[config.mk]
export PLATFORM = sky130hd
export DESIGN_NAME = wwdt_top
export DESIGN_NICKNAME = d
export VERILOG_FILES = /design/src/hdl/wwdt_pkg.sv /design/src/hdl/wwdt_top.sv
export SDC_FILE = /design/constraint.sdc
export NUM_CORES = 1
export LEC_CHECK = 0
export ABC_AREA = 0
export BUFFER_PORTS_ARGS = -buffer_cell sky130_fd_sc_hd__buf_4
export CORE_MARGIN = 8
export CORE_UTILIZATION = 60
export DETAILED_ROUTE_END_ITERATION = 10
export PLACE_DENSITY = 0.95
export SLEW_MARGIN = 20
export SYNTH_ARGS = -nofsm -noshare
export SYNTH_HDL_FRONTEND = slang
export SYNTH_SLANG_ARGS = --single-unit
[constraint.sdc]
create_clock -name aclk -period 8.7 [get_ports aclk]
set_input_delay 0.435 -clock aclk [delete_from_list [all_inputs] [get_ports aclk]]
set_output_delay 0.435 -clock aclk [all_outputs]
set_load 0.005 [all_outputs]
[src/hdl/wwdt_pkg.sv]
//
// Contract
// - An active watchdog that is not cleared before its time-out expires requests a device reset.
// - The time base is the low, mid or secondary oscillator, chosen by config or runtime select.
// - Mode 11 keeps the watchdog active always, Sleep included, ignoring the software enable.
// - Mode 10 keeps it active while awake and disabled in Sleep, ignoring the software enable.
// - Mode 01 makes it follow the software enable bit, awake and in Sleep alike.
// - Mode 00 keeps it disabled in every state.
// - The period select sets 1 ms to 256 s nominal, with a 2 s default after reset.
// - In windowed mode a clear outside the open window is a violation that resets like a time-out.
// - Window size comes from the config field, or from the runtime field when config is 111.
// - The open window spans 12.5 to 100 percent of the period.
// - A violation resets and clears the active-low violation flag; reset or a firmware write sets it.
// - The counter clears on reset, valid clear, Sleep entry and exit, disable and oscillator start-up.
// - Any software write to either control register clears the counter.
// - In windowed mode a read of the first control register arms the clear; unarmed is a violation.
// - A time-out in Sleep wakes the device and updates status instead of resetting.
// - Period code 0 is 1:32, each step doubles, up to 1:8388608; code 01011 is the 2 s default.
package wwdt_pkg;
    localparam int ADDR_W = 8;
    localparam logic [7:0] ADDR_CTRL_FIRST = 8'h00;
    localparam logic [7:0] ADDR_CTRL_SECOND = 8'h04;
    localparam logic [7:0] ADDR_POWER = 8'h08;
    localparam logic [7:0] ADDR_IRQ_STATUS = 8'h0C;
    localparam logic [7:0] ADDR_IRQ_MASK = 8'h10;
    localparam logic [7:0] ADDR_COUNT = 8'h14;
    localparam int SWEN_BIT = 0;
    localparam int PS_LSB = 1;
    localparam int CS_LSB = 4;
    localparam int WIN_LSB = 0;
    localparam int WV_N_BIT = 0;
    localparam int TO_N_BIT = 1;
    localparam int WAKE_BIT = 2;
    localparam int IRQ_TIMEOUT = 0;
    localparam int IRQ_VIOLATION = 1;
    localparam int IRQ_WAKE = 2;
    localparam int IRQ_W = 3;
    localparam int CNT_W = 24;
    localparam logic [4:0] PS_DEFAULT = 5'h0B;
    localparam logic [4:0] PS_CFG_RW = 5'h1F;
    localparam logic [4:0] PS_MAX = 5'h12;
    localparam logic [23:0] PRESCALE_BASE = 24'h000020;
    localparam logic [2:0] SEL_CFG_RW = 3'h7;
    localparam logic [2:0] WIN_FULL = 3'h7;
    localparam logic [2:0] CS_DEFAULT = 3'h0;
    localparam logic [2:0] MASK_RESET = 3'h0;
    localparam logic [1:0] RESP_OKAY = 2'h0;
    localparam logic [1:0] RESP_SLVERR = 2'h2;
    typedef enum logic [1:0]
    {
        MODE_OFF = 2'b00,
        MODE_SW = 2'b01,
        MODE_AWAKE = 2'b10,
        MODE_ON = 2'b11
    } wwdt_mode_type;
endpackage

[src/hdl/wwdt_top.sv]
`timescale 1ns/10ps
module wwdt_top
    import wwdt_pkg::*;
(
    input wire logic aclk,
    input wire logic aresetn,
    input wire logic [7:0] s_axi_awaddr,
    input wire logic s_axi_awvalid,
    output logic s_axi_awready,
    input wire logic [31:0] s_axi_wdata,
    input wire logic [3:0] s_axi_wstrb,
    input wire logic s_axi_wvalid,
    output logic s_axi_wready,
    output logic [1:0] s_axi_bresp,
    output logic s_axi_bvalid,
    input wire logic s_axi_bready,
    input wire logic [7:0] s_axi_araddr,
    input wire logic s_axi_arvalid,
    output logic s_axi_arready,
    output logic [31:0] s_axi_rdata,
    output logic [1:0] s_axi_rresp,
    output logic s_axi_rvalid,
    input wire logic s_axi_rready,
    input wire logic [1:0] wd_mode_cfg,
    input wire logic [2:0] cfg_wd_clock_select,
    input wire logic [2:0] cfg_window_select,
    input wire logic [4:0] cfg_period_select,
    input wire logic low_freq_internal_osc,
    input wire logic mid_freq_internal_osc,
    input wire logic secondary_osc,
    input wire logic sleep_mode,
    input wire logic osc_startup_timer,
    input wire logic watchdog_clear_instr,
    output logic wd_reset_req,
    output logic wd_wake,
    output logic irq
);
    // ----------------------------------------
    // Helpers
    // ----------------------------------------
    function automatic logic known_addr(input logic [7:0] a);
        logic [7:0] w;
        w = {a[7:2], 2'b00};
        known_addr = (w == ADDR_CTRL_FIRST) || (w == ADDR_CTRL_SECOND) ||
            (w == ADDR_POWER) || (w == ADDR_IRQ_STATUS) ||
            (w == ADDR_IRQ_MASK) || (w == ADDR_COUNT);
    endfunction

    function automatic logic [23:0] closed_len(input logic [23:0] lim, input logic [2:0] win);
        logic [26:0] prod;
        prod = {3'h0, lim} * {24'h000000, WIN_FULL - win};
        closed_len = prod[26:3];
    endfunction

    logic [7:0] awaddr_reg;
    logic [31:0] wdata_reg;
    logic wstrb0_reg, aw_held_reg, w_held_reg;
    logic swen_reg, armed_reg, sleep_d_reg;
    logic wv_n_reg, to_n_reg, wake_flag_reg;
    logic [4:0] ps_reg;
    logic [2:0] cs_reg, win_reg;
    logic [IRQ_W-1:0] irq_stat_reg, irq_mask_reg;
    logic [CNT_W-1:0] count_reg;
    logic [2:0] osc_s1_reg, osc_s2_reg, osc_s3_reg;

    // ----------------------------------------
    // Register bus
    // ----------------------------------------
    logic wr_fire, rd_fire, wr_en, wr_ctrl;
    logic [7:0] wr_word;
    assign wr_fire = aw_held_reg && w_held_reg && !s_axi_bvalid;
    assign rd_fire = s_axi_arvalid && s_axi_arready;
    assign wr_word = {awaddr_reg[7:2], 2'b00};
    assign wr_en = wr_fire && wstrb0_reg;
    // Counter clears on any control write, whatever the strobes say
    assign wr_ctrl = wr_fire && (wr_word == ADDR_CTRL_FIRST || wr_word == ADDR_CTRL_SECOND);

    always_ff @(posedge aclk)
    begin
        if (!aresetn)
        begin
            s_axi_awready <= 1'b1;
            aw_held_reg <= 1'b0;
            awaddr_reg <= 8'h00;
        end
        else if (s_axi_awvalid && s_axi_awready)
        begin
            s_axi_awready <= 1'b0;
            aw_held_reg <= 1'b1;
            awaddr_reg <= s_axi_awaddr;
        end
        else if (wr_fire)
        begin
            s_axi_awready <= 1'b1;
            aw_held_reg <= 1'b0;
        end
    end

    always_ff @(posedge aclk)
    begin
        if (!aresetn)
        begin
            s_axi_wready <= 1'b1;
            w_held_reg <= 1'b0;
            wdata_reg <= 32'h00000000;
            wstrb0_reg <= 1'b0;
        end
        else if (s_axi_wvalid && s_axi_wready)
        begin
            s_axi_wready <= 1'b0;
            w_held_reg <= 1'b1;
            wdata_reg <= s_axi_wdata;
            wstrb0_reg <= s_axi_wstrb[0];
        end
        else if (wr_fire)
        begin
            s_axi_wready <= 1'b1;
            w_held_reg <= 1'b0;
        end
    end

    always_ff @(posedge aclk)
    begin
        if (!aresetn)
        begin
            s_axi_bvalid <= 1'b0;
            s_axi_bresp <= RESP_OKAY;
        end
        else if (wr_fire)
        begin
            s_axi_bvalid <= 1'b1;
            s_axi_bresp <= known_addr(awaddr_reg) ? RESP_OKAY : RESP_SLVERR;
        end
        else if (s_axi_bready)
        begin
            s_axi_bvalid <= 1'b0;
        end
    end

    always_ff @(posedge aclk)
    begin
        if (!aresetn)
        begin
            s_axi_arready <= 1'b1;
            s_axi_rvalid <= 1'b0;
            s_axi_rdata <= 32'h00000000;
            s_axi_rresp <= RESP_OKAY;
        end
        else if (rd_fire)
        begin
            s_axi_arready <= 1'b0;
            s_axi_rvalid <= 1'b1;
            s_axi_rresp <= known_addr(s_axi_araddr) ? RESP_OKAY : RESP_SLVERR;
            case ({s_axi_araddr[7:2], 2'b00})
                ADDR_CTRL_FIRST: s_axi_rdata <= {26'h0, ps_reg, swen_reg};
                ADDR_CTRL_SECOND: s_axi_rdata <= {25'h0, cs_reg, 1'b0, win_reg};
                ADDR_POWER: s_axi_rdata <= {29'h0, wake_flag_reg, to_n_reg, wv_n_reg};
                ADDR_IRQ_STATUS: s_axi_rdata <= {29'h0, irq_stat_reg};
                ADDR_IRQ_MASK: s_axi_rdata <= {29'h0, irq_mask_reg};
                ADDR_COUNT: s_axi_rdata <= {8'h00, count_reg};
                default: s_axi_rdata <= 32'h00000000;
            endcase
        end
        else if (s_axi_rvalid && s_axi_rready)
        begin
            s_axi_rvalid <= 1'b0;
            s_axi_arready <= 1'b1;
        end
    end

    // ----------------------------------------
    // Control registers
    // ----------------------------------------
    // Period, clock and window fields are writable only when the matching config field is all ones
    always_ff @(posedge aclk)
    begin
        if (!aresetn)
        begin
            ps_reg <= (cfg_period_select == PS_CFG_RW) ? PS_DEFAULT : cfg_period_select;
            cs_reg <= (cfg_wd_clock_select == SEL_CFG_RW) ? CS_DEFAULT : cfg_wd_clock_select;
            win_reg <= cfg_window_select;
            swen_reg <= 1'b0;
            irq_mask_reg <= MASK_RESET;
        end
        else if (wr_en)
        begin
            if (wr_word == ADDR_CTRL_FIRST)
            begin
                swen_reg <= wdata_reg[SWEN_BIT];
                if (cfg_period_select == PS_CFG_RW)
                    ps_reg <= wdata_reg[PS_LSB +: 5];
            end
            if (wr_word == ADDR_CTRL_SECOND)
            begin
                if (cfg_wd_clock_select == SEL_CFG_RW)
                    cs_reg <= wdata_reg[CS_LSB +: 3];
                if (cfg_window_select == SEL_CFG_RW)
                    win_reg <= wdata_reg[WIN_LSB +: 3];
            end
            if (wr_word == ADDR_IRQ_MASK)
                irq_mask_reg <= wdata_reg[IRQ_W-1:0];
        end
    end

    // ----------------------------------------
    // Time base
    // ----------------------------------------
    logic [2:0] osc_tick;
    logic tick;
    wwdt_mode_type mode;
    assign mode = wwdt_mode_type'(wd_mode_cfg);

    genvar gi;
    generate
        for (gi = 0; gi < 3; gi = gi + 1)
        begin : g_osc
            always_ff @(posedge aclk)
            begin
                if (!aresetn)
                begin
                    osc_s1_reg[gi] <= 1'b0;
                    osc_s2_reg[gi] <= 1'b0;
                    osc_s3_reg[gi] <= 1'b0;
                end
                else
                begin
                    osc_s1_reg[gi] <= (gi == 0) ? low_freq_internal_osc :
                        (gi == 1) ? mid_freq_internal_osc : secondary_osc;
                    osc_s2_reg[gi] <= osc_s1_reg[gi];
                    osc_s3_reg[gi] <= osc_s2_reg[gi];
                end
            end
            // Edge taken past the synchroniser so the first stage stays clean
            assign osc_tick[gi] = osc_s2_reg[gi] && !osc_s3_reg[gi];
        end
    endgenerate

    logic [2:0] cs_eff, win_eff;
    logic [4:0] ps_eff;
    logic [23:0] limit, closed;
    // Reserved selects give no tick, so the counter simply stalls
    assign cs_eff = (cfg_wd_clock_select == SEL_CFG_RW) ? cs_reg : cfg_wd_clock_select;
    assign tick = (cs_eff < 3'h3) ? osc_tick[cs_eff[1:0]] : 1'b0;
    assign ps_eff = (ps_reg > PS_MAX) ? PS_MAX : ps_reg;
    assign limit = PRESCALE_BASE << ps_eff;
    assign win_eff = (cfg_window_select == SEL_CFG_RW) ? win_reg : cfg_window_select;
    assign closed = closed_len(limit, win_eff);

    // ----------------------------------------
    // Watchdog core
    // ----------------------------------------
    logic active, windowed, violation, valid_clear, expire, clr_cnt;
    always_comb
    begin
        case (mode)
            MODE_ON: active = 1'b1;
            MODE_AWAKE: active = !sleep_mode;
            MODE_SW: active = swen_reg;
            MODE_OFF: active = 1'b0;
            default: active = 1'b0;
        endcase
    end

    assign windowed = (win_eff != WIN_FULL);
    assign violation = watchdog_clear_instr && active && windowed &&
        (!armed_reg || count_reg < closed);
    assign valid_clear = watchdog_clear_instr && active && !violation;
    assign expire = active && tick && (count_reg == limit - 24'h000001);
    assign clr_cnt = !active || valid_clear || (sleep_mode != sleep_d_reg) ||
        osc_startup_timer || wr_ctrl || expire || violation;

    always_ff @(posedge aclk)
    begin
        if (!aresetn)
            count_reg <= 24'h000000;
        else if (clr_cnt)
            count_reg <= 24'h000000;
        else if (tick)
            count_reg <= count_reg + 24'h000001;
    end

    always_ff @(posedge aclk)
    begin
        if (!aresetn)
        begin
            sleep_d_reg <= 1'b0;
            armed_reg <= 1'b0;
        end
        else
        begin
            sleep_d_reg <= sleep_mode;
            if (watchdog_clear_instr)
                armed_reg <= 1'b0;
            else if (rd_fire && {s_axi_araddr[7:2], 2'b00} == ADDR_CTRL_FIRST)
                armed_reg <= 1'b1;
        end
    end

    // A violation always resets; only a plain time-out is softened by Sleep
    always_ff @(posedge aclk)
    begin
        if (!aresetn)
        begin
            wd_reset_req <= 1'b0;
            wd_wake <= 1'b0;
        end
        else
        begin
            wd_reset_req <= violation || (expire && !sleep_mode);
            wd_wake <= expire && sleep_mode && !violation;
        end
    end

    // Hardware events beat a same-cycle firmware write
    always_ff @(posedge aclk)
    begin
        if (!aresetn)
        begin
            wv_n_reg <= 1'b1;
            to_n_reg <= 1'b1;
            wake_flag_reg <= 1'b0;
        end
        else
        begin
            if (violation)
                wv_n_reg <= 1'b0;
            else if (wr_en && wr_word == ADDR_POWER && wdata_reg[WV_N_BIT])
                wv_n_reg <= 1'b1;
            if (expire)
                to_n_reg <= 1'b0;
            else if (wr_en && wr_word == ADDR_POWER && wdata_reg[TO_N_BIT])
                to_n_reg <= 1'b1;
            if (expire && sleep_mode)
                wake_flag_reg <= 1'b1;
            else if (wr_en && wr_word == ADDR_POWER && wdata_reg[WAKE_BIT])
                wake_flag_reg <= 1'b0;
        end
    end

    // ----------------------------------------
    // Interrupts
    // ----------------------------------------
    logic [IRQ_W-1:0] irq_evt, irq_w1c;
    assign irq_evt = {expire && sleep_mode, violation, expire};
    assign irq_w1c = (wr_en && wr_word == ADDR_IRQ_STATUS) ? wdata_reg[IRQ_W-1:0] : 3'h0;

    always_ff @(posedge aclk)
    begin
        if (!aresetn)
        begin
            irq_stat_reg <= 3'h0;
            irq <= 1'b0;
        end
        else
        begin
            irq_stat_reg <= (irq_stat_reg & ~irq_w1c) | irq_evt;
            irq <= |(((irq_stat_reg & ~irq_w1c) | irq_evt) & irq_mask_reg);
        end
    end
endmodule

== Word-level counts from Yosys, hierarchy flattened ==
Cells that the tools add are included.
Storage, ports and cells
  register bits: 118
  input bits: 78
  output and inout bits: 44
  word-level logic and storage cells: 191
Operators by class
  $add $sub $neg: 3
  multiply operators: 1
  order comparisons: 4
  equality and inequality tests: 25
  shift operators: 1
  multiplexer cells: 43
  bitwise operators: 5
  reductions and logical operators: 72
Operators by type and width (count)
  24-bit one-hot mux with 6 select lines: 1
  3-bit two-way mux: 12
  5-bit two-way mux: 6
  24-bit by 3-bit multiplier with 27-bit output: 1
  1-bit logical AND: 26
  24-bit by 1-bit adder with 24-bit output (second input constant): 1
  24-bit == test: 1
  6-bit by 2-bit == test with 1-bit output (second input constant): 4
  6-bit by 3-bit == test with 1-bit output (second input constant): 4
  24-bit < comparator: 1
  6-bit by 5-bit left shift with 24-bit output (first input constant): 1
  24-bit by 1-bit subtractor with 24-bit output (second input constant): 1
  1-bit two-way mux: 20
  1-bit logical OR: 19
  2-bit nonzero test: 7
  6-bit by 1-bit == test with 1-bit output (second input constant): 2
  6-bit zero test: 2
  2-bit by 1-bit != test with 1-bit output (second input constant): 6
  3-bit AND reduction: 3
  1-bit zero test: 8
  8-bit zero test: 1
  3-bit bitwise AND: 2
  3-bit == test (second input constant): 2
  5-bit == test (second input constant): 1
  other kinds (18): 22

== Longest topological paths before layout ==
Gate-level depths: netlist of the first run.
  word-level depth: 16
  depth in mapped cells: 26

== Worst setup path before layout of the first run ==
OpenSTA, ideal clock, no wires.
  kind: input to register
  start point: input port cfg_window_select[0]
  end point: register irq
  library setup time: 0.120 ns
  arrival: 4.981 ns
  required time: 8.580 ns
  path slack: 3.600 ns
  cell stages on the path: 22
  path buffers: 2
  cell sequence: nand2_1 o21ai_0 clkbuf_1 clkbuf_1 nand2_1 fa_1 inv_1 ha_1 nor2b_1 o31a_1 o31a_1 o311a_1 o311ai_1 nand2b_1 a21oi_1 xor2_1 ha_1 and3_1 nand4_1 o21ai_0 a21boi_0 a211o_1
On the way
  cells in the longest elaborated chain, start to end: 10
  elaborated cells on any way between the ends: 12
  those cells by class: add/sub (1); mul (1); order compare (1); eq/ne (2); mux (1); bitwise (2); reduce/logical (4)
RTL lines
  start: declaration: line wwdt_top.sv:26  | input wire logic [2:0] cfg_window_select,
  3-bit == test: line wwdt_top.sv:246  | assign win_eff = (cfg_window_select == SEL_CFG_RW) ? win_reg : cfg_window_select;
  3-bit two-way mux *: line wwdt_top.sv:246
  3-bit subtractor: line wwdt_top.sv:51  | prod = {3'h0, lim} * {24'h000000, WIN_FULL - win};
  24-bit by 3-bit multiplier with 27-bit output: line wwdt_top.sv:51
  24-bit < comparator: line wwdt_top.sv:266  | (!armed_reg || count_reg < closed);
  1-bit logical OR: line wwdt_top.sv:266
  1-bit logical AND *: line wwdt_top.sv:265  | assign violation = watchdog_clear_instr && active && windowed &&
  3-bit OR *: line wwdt_top.sv:357  | irq <= |(((irq_stat_reg & ~irq_w1c) | irq_evt) & irq_mask_reg);
  3-bit bitwise AND *: line wwdt_top.sv:357
  3-bit OR reduction *: line wwdt_top.sv:357
  end signal: assignment: line wwdt_top.sv:357
  end: declaration: line wwdt_top.sv:36  | output logic irq
Every way passes the cells marked *; elsewhere a longest branch is shown, timed or not.
A chain may end at the register's enable or synchronous reset.

== Final worst setup path of the first run ==
  start point: register ps_reg[1]
  end point: register irq
On the way
  cells in the longest elaborated chain, start to end: 10
  elaborated cells on any way between the ends: 14
  those cells by class: add/sub (1); mul (1); order compare (2); eq/ne (1); shift (1); mux (1); bitwise (2); reduce/logical (5)
RTL lines
  start: declaration: line wwdt_top.sv:60  | logic [4:0] ps_reg;
  start signal: assignment: line wwdt_top.sv:179  | ps_reg <= (cfg_period_select == PS_CFG_RW) ? PS_DEFAULT : cfg_period_select;
  start signal: assignment: line wwdt_top.sv:191  | ps_reg <= wdata_reg[PS_LSB +: 5];
  5-bit greater-than comparator: line wwdt_top.sv:244  | assign ps_eff = (ps_reg > PS_MAX) ? PS_MAX : ps_reg;
  5-bit two-way mux *: line wwdt_top.sv:244
  6-bit by 5-bit left shift with 24-bit output *: line wwdt_top.sv:245  | assign limit = PRESCALE_BASE << ps_eff;
  24-bit by 3-bit multiplier with 27-bit output / 24-bit by 1-bit subtractor with 24-bit output (equally long branches): line wwdt_top.sv:51, wwdt_top.sv:268
  24-bit < comparator / 24-bit == test (equally long branches): line wwdt_top.sv:266, wwdt_top.sv:268
  1-bit logical OR / 1-bit logical AND (equally long branches): line wwdt_top.sv:266, wwdt_top.sv:268
  1-bit logical AND, on equally long branches: line wwdt_top.sv:265, wwdt_top.sv:344
  3-bit OR *: line wwdt_top.sv:357
  3-bit bitwise AND *: line wwdt_top.sv:357
  3-bit OR reduction *: line wwdt_top.sv:357
Marked as above.

==> flow_metrics.tcl, run 1 <==
set metrics [dict create \
    status "completed" \
    drv_slew 0 \
    area_growth_pct 11.9 \
    dr.first_iter.drc_count 672 \
    grt_max_degree 93 \
    power_w 0.00110 \
    min_to "osc_s1_reg[2]" \
    worst_pin_slew_ns 0.972 \
    ys_warn_count 0 \
    ir_worst_vdd_v 0.000158 \
    max_freq_ghz 0.154 \
    clk_path_buf_depth 2 \
    start_kind "register" \
    cts_hold_buf 0 \
    end_kind "register" \
    gr-total-overflow 0 \
    timing.reg2reg.setup_slack_ns 2.21 \
    clk_latency_ns 0.35 \
    synth_top_area_share_pct 25.5 \
    cts.sinks 106 \
    num_vias 6761 \
    syn-cell-area_mm2 0.00746 \
    r2r-start "ps_reg[1]" \
    cts_root_buf "clkbuf_16" \
    pwr-share-seq_pct 48.0 \
    max_cap_viol_count 0 \
    cts_buffers 9 \
    r2r-end "irq" \
    async_reset_ff_share_pct 0 \
    wl_per_cell_um 17.1 \
    portBuffers 79 \
    drc 0 \
    clk_pin_slew_ns 0.08 \
    period_needed_ns 6.49 \
    critPathMaxFanout 20 \
    sw_frac_of_total_pct 27.2 \
    antenna_found_initial 0 \
    multi_input_area_mm2 0.00477 \
    tns_ns 0 \
    io_pins 122 \
    n_antenna_cell 0 \
    cts_tree "built" \
    nets 1088 \
    p_sw_w 0.000299 \
    die_width_um 128 \
    rr_worst_depth 20 \
    holdCritStartpoint "secondary_osc" \
    setup_viol 0 \
    rows 40 \
    die_y_um 128 \
    crit_type "reg2reg" \
    synth_ff_type "dfxtp_1" \
    post_cts_buffers 0 \
    powerDensity_mw_per_mm2 132 \
    first_global_vias 6736 \
    cellLeakagePower_nw 3.48 \
    ys_top_cells_by_area "dfxtp_1 25%, ha_1 7.5%, nand2_1 6.3%" \
    die-area_mm2 0.0163 \
    drt_pass1_iterations 6 \
    wl_met2_um 9360 \
    place.detailed.hpwl_um 13600 \
    syn_area_per_cell_um2 8.31 \
    period_share_pct 74.5 \
    slew_headroom_pct 35.2 \
    grt_pass1_wl_um 31800 \
    fin_worst_skew_ns 0.00658 \
    viasPerCell 6.04 \
    seqCellArea_mm2 0.00223 \
    cp.arrival_ns 6.73 \
    final_antenna_net_count 0 \
    top_layer_used "met4" \
    yosysTopAreaCell "dfxtp_1" \
    start_util_pct 61.9 \
    m1WireLength_um 7290 \
    drive_above_1_share_pct 14.9 \
    finalHoldViolations 0 \
    gr-usage-all-layers_pct 23.8 \
    place_inst 1104 \
    hold_path_class "in2reg" \
    synth.distinct_cells 78 \
    gp_congestion 0.943 \
    fillers 857 \
    cts_resized 0 \
    min_path_cells 2 \
    wl_met3_um 1590 \
    combPwrFrac_pct 13.6 \
    p_int_w 0.000800 \
    ys_seq_area_share_pct 29.9 \
    final_cells 1120 \
    crit_required_ns 8.95 \
    core-area_mm2 0.0121 \
    ys_seq_elements 106 \
    synth_edf_count 11 \
    p_clk_share_pct 38.3 \
    rsz0062_at_grt "no" \
    h-tree-depth 3 \
    postSynthCellCount 898 \
    drt_wl_total_um 19100 \
]
==> routing by layer <==
layer / track usage [%] / vias to the layer above
met5: 0 / -
met4: 13.6 / 0
met3: 6.24 / 93
met1: 26.2 / 3133
li1: - / 3178
met2: 40.8 / 357
==> stage by stage <==
step	instance area [um2]	hold slack, ns	setup WS (ns)	utilization [%]
finish	8350	0.283	2.21	69.2
global route	8350	0.291	2.03	69.2
CTS	8350	0.277	2.37	69.2
detailed placement	8050	0.425	2.52	66.7
global placement	8040	0.415	2.37	66.6
floorplan	7500	0.412	3.60	-
==> kinds of logic (layout without fill, tap and decap cells) <==
logic type / count (synthesis) / count (layout) / synth area share [%]
mux: 11 / 11 / 1.54
simple gates: 355 / 355 / 24.8
flops: 106 / 106 / 29.9
other cells: 1 / 10 / 0.0502
xor+xnor: 52 / 52 / 6.84
compound gates: 197 / 197 / 17.7
buf+inv: 113 / 158 / 6.79
fa+ha+maj: 63 / 63 / 12.4
==> placed cells by master (no fill, tap or decap), types with 8 or more instances in the layout <==
cell / count
nand4_1: 11
buf_4: 80
xor2_1: 32
inv_1: 61
a21oi_1: 35
o21a_1: 9
a21boi_0: 26
a21o_1: 8
fa_1: 18
nor2b_1: 35
nor2_1: 41
conb_1: 10
nor3_1: 17
edfxtp_1: 11
ha_1: 45
nand2b_1: 11
clkbuf_16: 9
o21ai_0: 42
a22oi_1: 23
and2_1: 20
xnor2_1: 16
nand2_1: 126
nor2_2: 22
dfxtp_1: 95
nand3_1: 25
==> synth_stat cells, types with 23 or more instances <==
master	number
nand2_1	126
dfxtp_1	95
inv_1	61
ha_1	45
o21ai_0	44
nor2_1	41
a21oi_1	35
nor2b_1	35
xor2_1	32
clkbuf_1	29
a21boi_0	26
nand3_1	25
a22oi_1	23
==> worst max-delay path, stage by stage, from the launching register on <==
cell and delay (ns):
edfxtp_1 0.78, or3b_1 0.49, nor3_2 0.32, nand2_1 0.14
fa_1 0.58, inv_1 0.04, ha_1 0.34, nor2b_1 0.16
o31a_1 0.27, o31a_1 0.31, o311a_1 0.36, o311ai_1 0.36
nand2b_1 0.10, a21oi_1 0.19, xor2_1 0.10, ha_1 0.27
and3_1 0.17, nand4_1 0.12, o21ai_0 0.62, a21boi_0 0.29
a211o_1 0.36
==> cell type report <==
class                      instances  area share, %
multi-input combinational        688           57.1
sequential                       106           26.7
timing repair buffer              80           7.19
inverter                          62           2.79
clock buffer                      10           2.74
tap                              168           2.52
clock inverter                     6          0.884
==> power groups by stage <==
stage               Combinational [W]  Clock (W)  Sequential, W
finish                       0.000150   0.000421       0.000528
global route                 0.000166   0.000442       0.000530
CTS                          0.000148   0.000424       0.000527
detailed placement           0.000145          0       0.000538
global placement             0.000141          0       0.000537
floorplan                    0.000113          0       0.000527
==> worst max path at each step <==
stage,slack [ns],to,cells past startpoint,startpoint
2_1_floorplan,3.60,irq,22,cfg_window_select[0]
3_3_place_gp,2.37,irq,23,cfg_window_select[0]
3_5_place_dp,2.52,irq,20,ps_reg[1]
4_1_cts,2.37,irq,20,ps_reg[1]
5_1_grt,2.03,irq,20,ps_reg[1]
6_report,2.21,irq,20,ps_reg[1]
(Power assumes the default switching activity.)
==> run 2, diff against run 1 <==
--- a/config.mk
+++ b/config.mk
@@ -8,9 +8,9 @@
 export ABC_AREA = 0
 export BUFFER_PORTS_ARGS = -buffer_cell sky130_fd_sc_hd__buf_4
 export CORE_MARGIN = 8
-export CORE_UTILIZATION = 60
+export CORE_UTILIZATION = 52
 export DETAILED_ROUTE_END_ITERATION = 10
-export PLACE_DENSITY = 0.95
+export PLACE_DENSITY = 0.88
 export SLEW_MARGIN = 20
 export SYNTH_ARGS = -nofsm -noshare
 export SYNTH_HDL_FRONTEND = slang
==> constraint.sdc (replaced) <==
create_clock -name aclk -period 5.6 [get_ports aclk]
set_input_delay 0.28 -clock aclk [delete_from_list [all_inputs] [get_ports aclk]]
set_output_delay 0.28 -clock aclk [all_outputs]
set_load 0.005 [all_outputs]
==> run 2 against run 1 <==
  * Combinational power increased by 73%
  * Count of clock-buffer cells in the layout decreased by 1
  * Critical endpoint unchanged
  * Final area increased by 2.7%
  * Maximum frequency increased by 22%
  * Setup slack got worse by 2.0 ns
  * Clock skew increased by 0.0013 ns
  * Largest cell class unchanged
  * Global-route usage decreased by 3.6 points
  * Core utilization decreased by 7.7 points
  * Register-to-register slack got worse by 2.0 ns
  * Flip-flop and latch count unchanged
==> flow_metrics.tcl, run 2 (synthesized netlist as in run 1, its figures left out) <==
set metrics [dict create \
    status "completed" \
    drt_wl_total_um 19000 \
    cts_buffers 9 \
    final_cells 1156 \
    sw_frac_of_total_pct 27.7 \
    h-tree-depth 3 \
    combPwrFrac_pct 15.5 \
    dr.first_iter.drc_count 561 \
    critPathMaxFanout 4 \
    final_area_mm2 0.00857 \
    clk_pin_slew_ns 0.07 \
    pwr-share-seq_pct 48.2 \
    critPathMaxStageDelay_ns 0.55 \
    clk_path_buf_depth 2 \
    hold_path_class "in2reg" \
    portBuffers 79 \
    place_area_mm2 0.00823 \
    cts_root_buf "clkbuf_16" \
    worst_pin_slew_ns 0.961 \
    clk_latency_ns 0.35 \
    drc 0 \
    final_antenna_net_count 0 \
    num_vias 6665 \
    setup_viol 0 \
    drv_slew 0 \
    slew_headroom_pct 35.6 \
    fin_worst_skew_ns 0.00791 \
    p_int_w 0.00121 \
    die_width_um 136 \
    die_y_um 136 \
    crit_type "reg2reg" \
    antenna_found_initial 0 \
    dpl_worst_slack_ns 0.0193 \
    gp_congestion 0.916 \
    most-common-layout-cells "126 x nand2_1, 102 x buf_4, 95 x dfxtp_1" \
    drive_above_1_share_pct 17.4 \
    period_needed_ns 5.34 \
    p_sw_w 0.000464 \
    cts.sinks 106 \
    io_pins 122 \
    gr-usage-all-layers_pct 20.1 \
    start_util_pct 53.6 \
    slowest_stage "fa_1" \
    ir_worst_vdd_v 0.000165 \
    crit_required_ns 5.84 \
    start_kind "register" \
    first_global_vias 6515 \
    p_clk_share_pct 36.3 \
    grt_max_degree 93 \
    final_common_cell "nand2_1" \
    max_cap_viol_count 0 \
    drt_pass1_iterations 6 \
    fin_util_pct 61.5 \
    place_inst 1138 \
    cellLeakagePower_nw 3.60 \
    period_share_pct 95.3 \
    core-area_mm2 0.0139 \
    finalHoldViolations 0 \
    area_growth_pct 14.9 \
    cts_tree "built" \
    rows 43 \
    die-area_mm2 0.0184 \
    cp.arrival_ns 5.58 \
    place.detailed.hpwl_um 14400 \
    max_freq_ghz 0.187 \
    nets 1112 \
    cts_hold_buf 0 \
    path_cells "or3_4, nor3_4, nand2_1, fa_1, inv_1, ha_1, inv_1, fa_1, nor2b_1, o31a_1, o31a_1, o311a_1, o311ai_2, nand2b_1, a21oi_1, xor2_1, ha_1, and3_1, nand4_1, o21ai_2, a21boi_0, a211o_1" \
    grt_pass1_wl_um 30600 \
    viasPerCell 5.77 \
    end_kind "register" \
    powerDensity_mw_per_mm2 195 \
    wl_per_cell_um 16.4 \
    n_antenna_cell 0 \
    fin_ws_ns 0.262 \
    gr-total-overflow 0 \
]
## run 2: cell types whose count changed in the layout (fill, tap and decap cells not counted), sizes merged
cell / delta
buf: +24
bufinv: -1
clkbuf: -1
clkinv: +2
## run 2: worst paths after layout
path              depth (start not counted)             to                   from  slack [ns]
setup / recovery                         22            irq              ps_reg[3]        0.26
hold / removal                            2  osc_s1_reg[0]  low_freq_internal_osc        0.13
setup reg to reg                         22            irq              ps_reg[3]        0.26
hold reg to reg                           1  osc_s2_reg[0]          osc_s1_reg[0]        0.44
## run 2: what timing repair did
action,CTS,global route
resized for setup,1,10
buffers inserted,0,2
pin swaps,0,1
endpoints found under the setup margin,1,5
## run 2: cell type report
class | instances | area (um2)
clock buffer | 9 | 225
clock inverter | 7 | 62.6
fill | 1157 | 5360
inverter | 62 | 233
multi-input combinational | 688 | 4800
sequential | 106 | 2230
tap | 180 | 225
timing repair buffer | 104 | 797
## run 2: through the flow
| stage | power, W | setup TNS (ns) | hold slack [ns] |
|---|---|---|---|
| global placement | 0.00107 | 0 | 0.414 |
| global route | 0.00174 | -0.0173 | 0.136 |
| detailed placement | 0.00108 | 0 | 0.422 |
| floorplan | 0.000994 | 0 | 0.356 |
| CTS | 0.00167 | 0 | 0.128 |
| finish | 0.00167 | 0 | 0.128 |
## run 2: per-layer routing
| layer | share of wire [%] | up-vias | track usage, % |
|---|---|---|---|
| met5 | 0 | - | 0 |
| met4 | 4.3 | 0 | 10.1 |
| met3 | 5.9 | 63 | 4.12 |
| met2 | 49 | 218 | 34.0 |
| met1 | 41 | 3153 | 23.8 |
| li1 | - | 3231 | - |
## run 2: power groups by stage
| stage | Clock [W] | Combinational (W) | Sequential, W |
|---|---|---|---|
| floorplan | 0 | 0.000175 | 0.000819 |
| global placement | 0 | 0.000245 | 0.000823 |
| detailed placement | 0 | 0.000251 | 0.000824 |
| CTS | 0.000610 | 0.000254 | 0.000807 |
| global route | 0.000641 | 0.000284 | 0.000811 |
| finish | 0.000608 | 0.000259 | 0.000808 |
## run 2: worst max-delay path, delay by kind of cell (launching register included)
family / cells / cell delay (ns)
fa+ha+maj: 4 / 1.23
simple gates: 7 / 1.18
compound gates: 8 / 2.14
flops: 1 / 0.47
xor+xnor: 1 / 0.09
buf+inv: 2 / 0.13
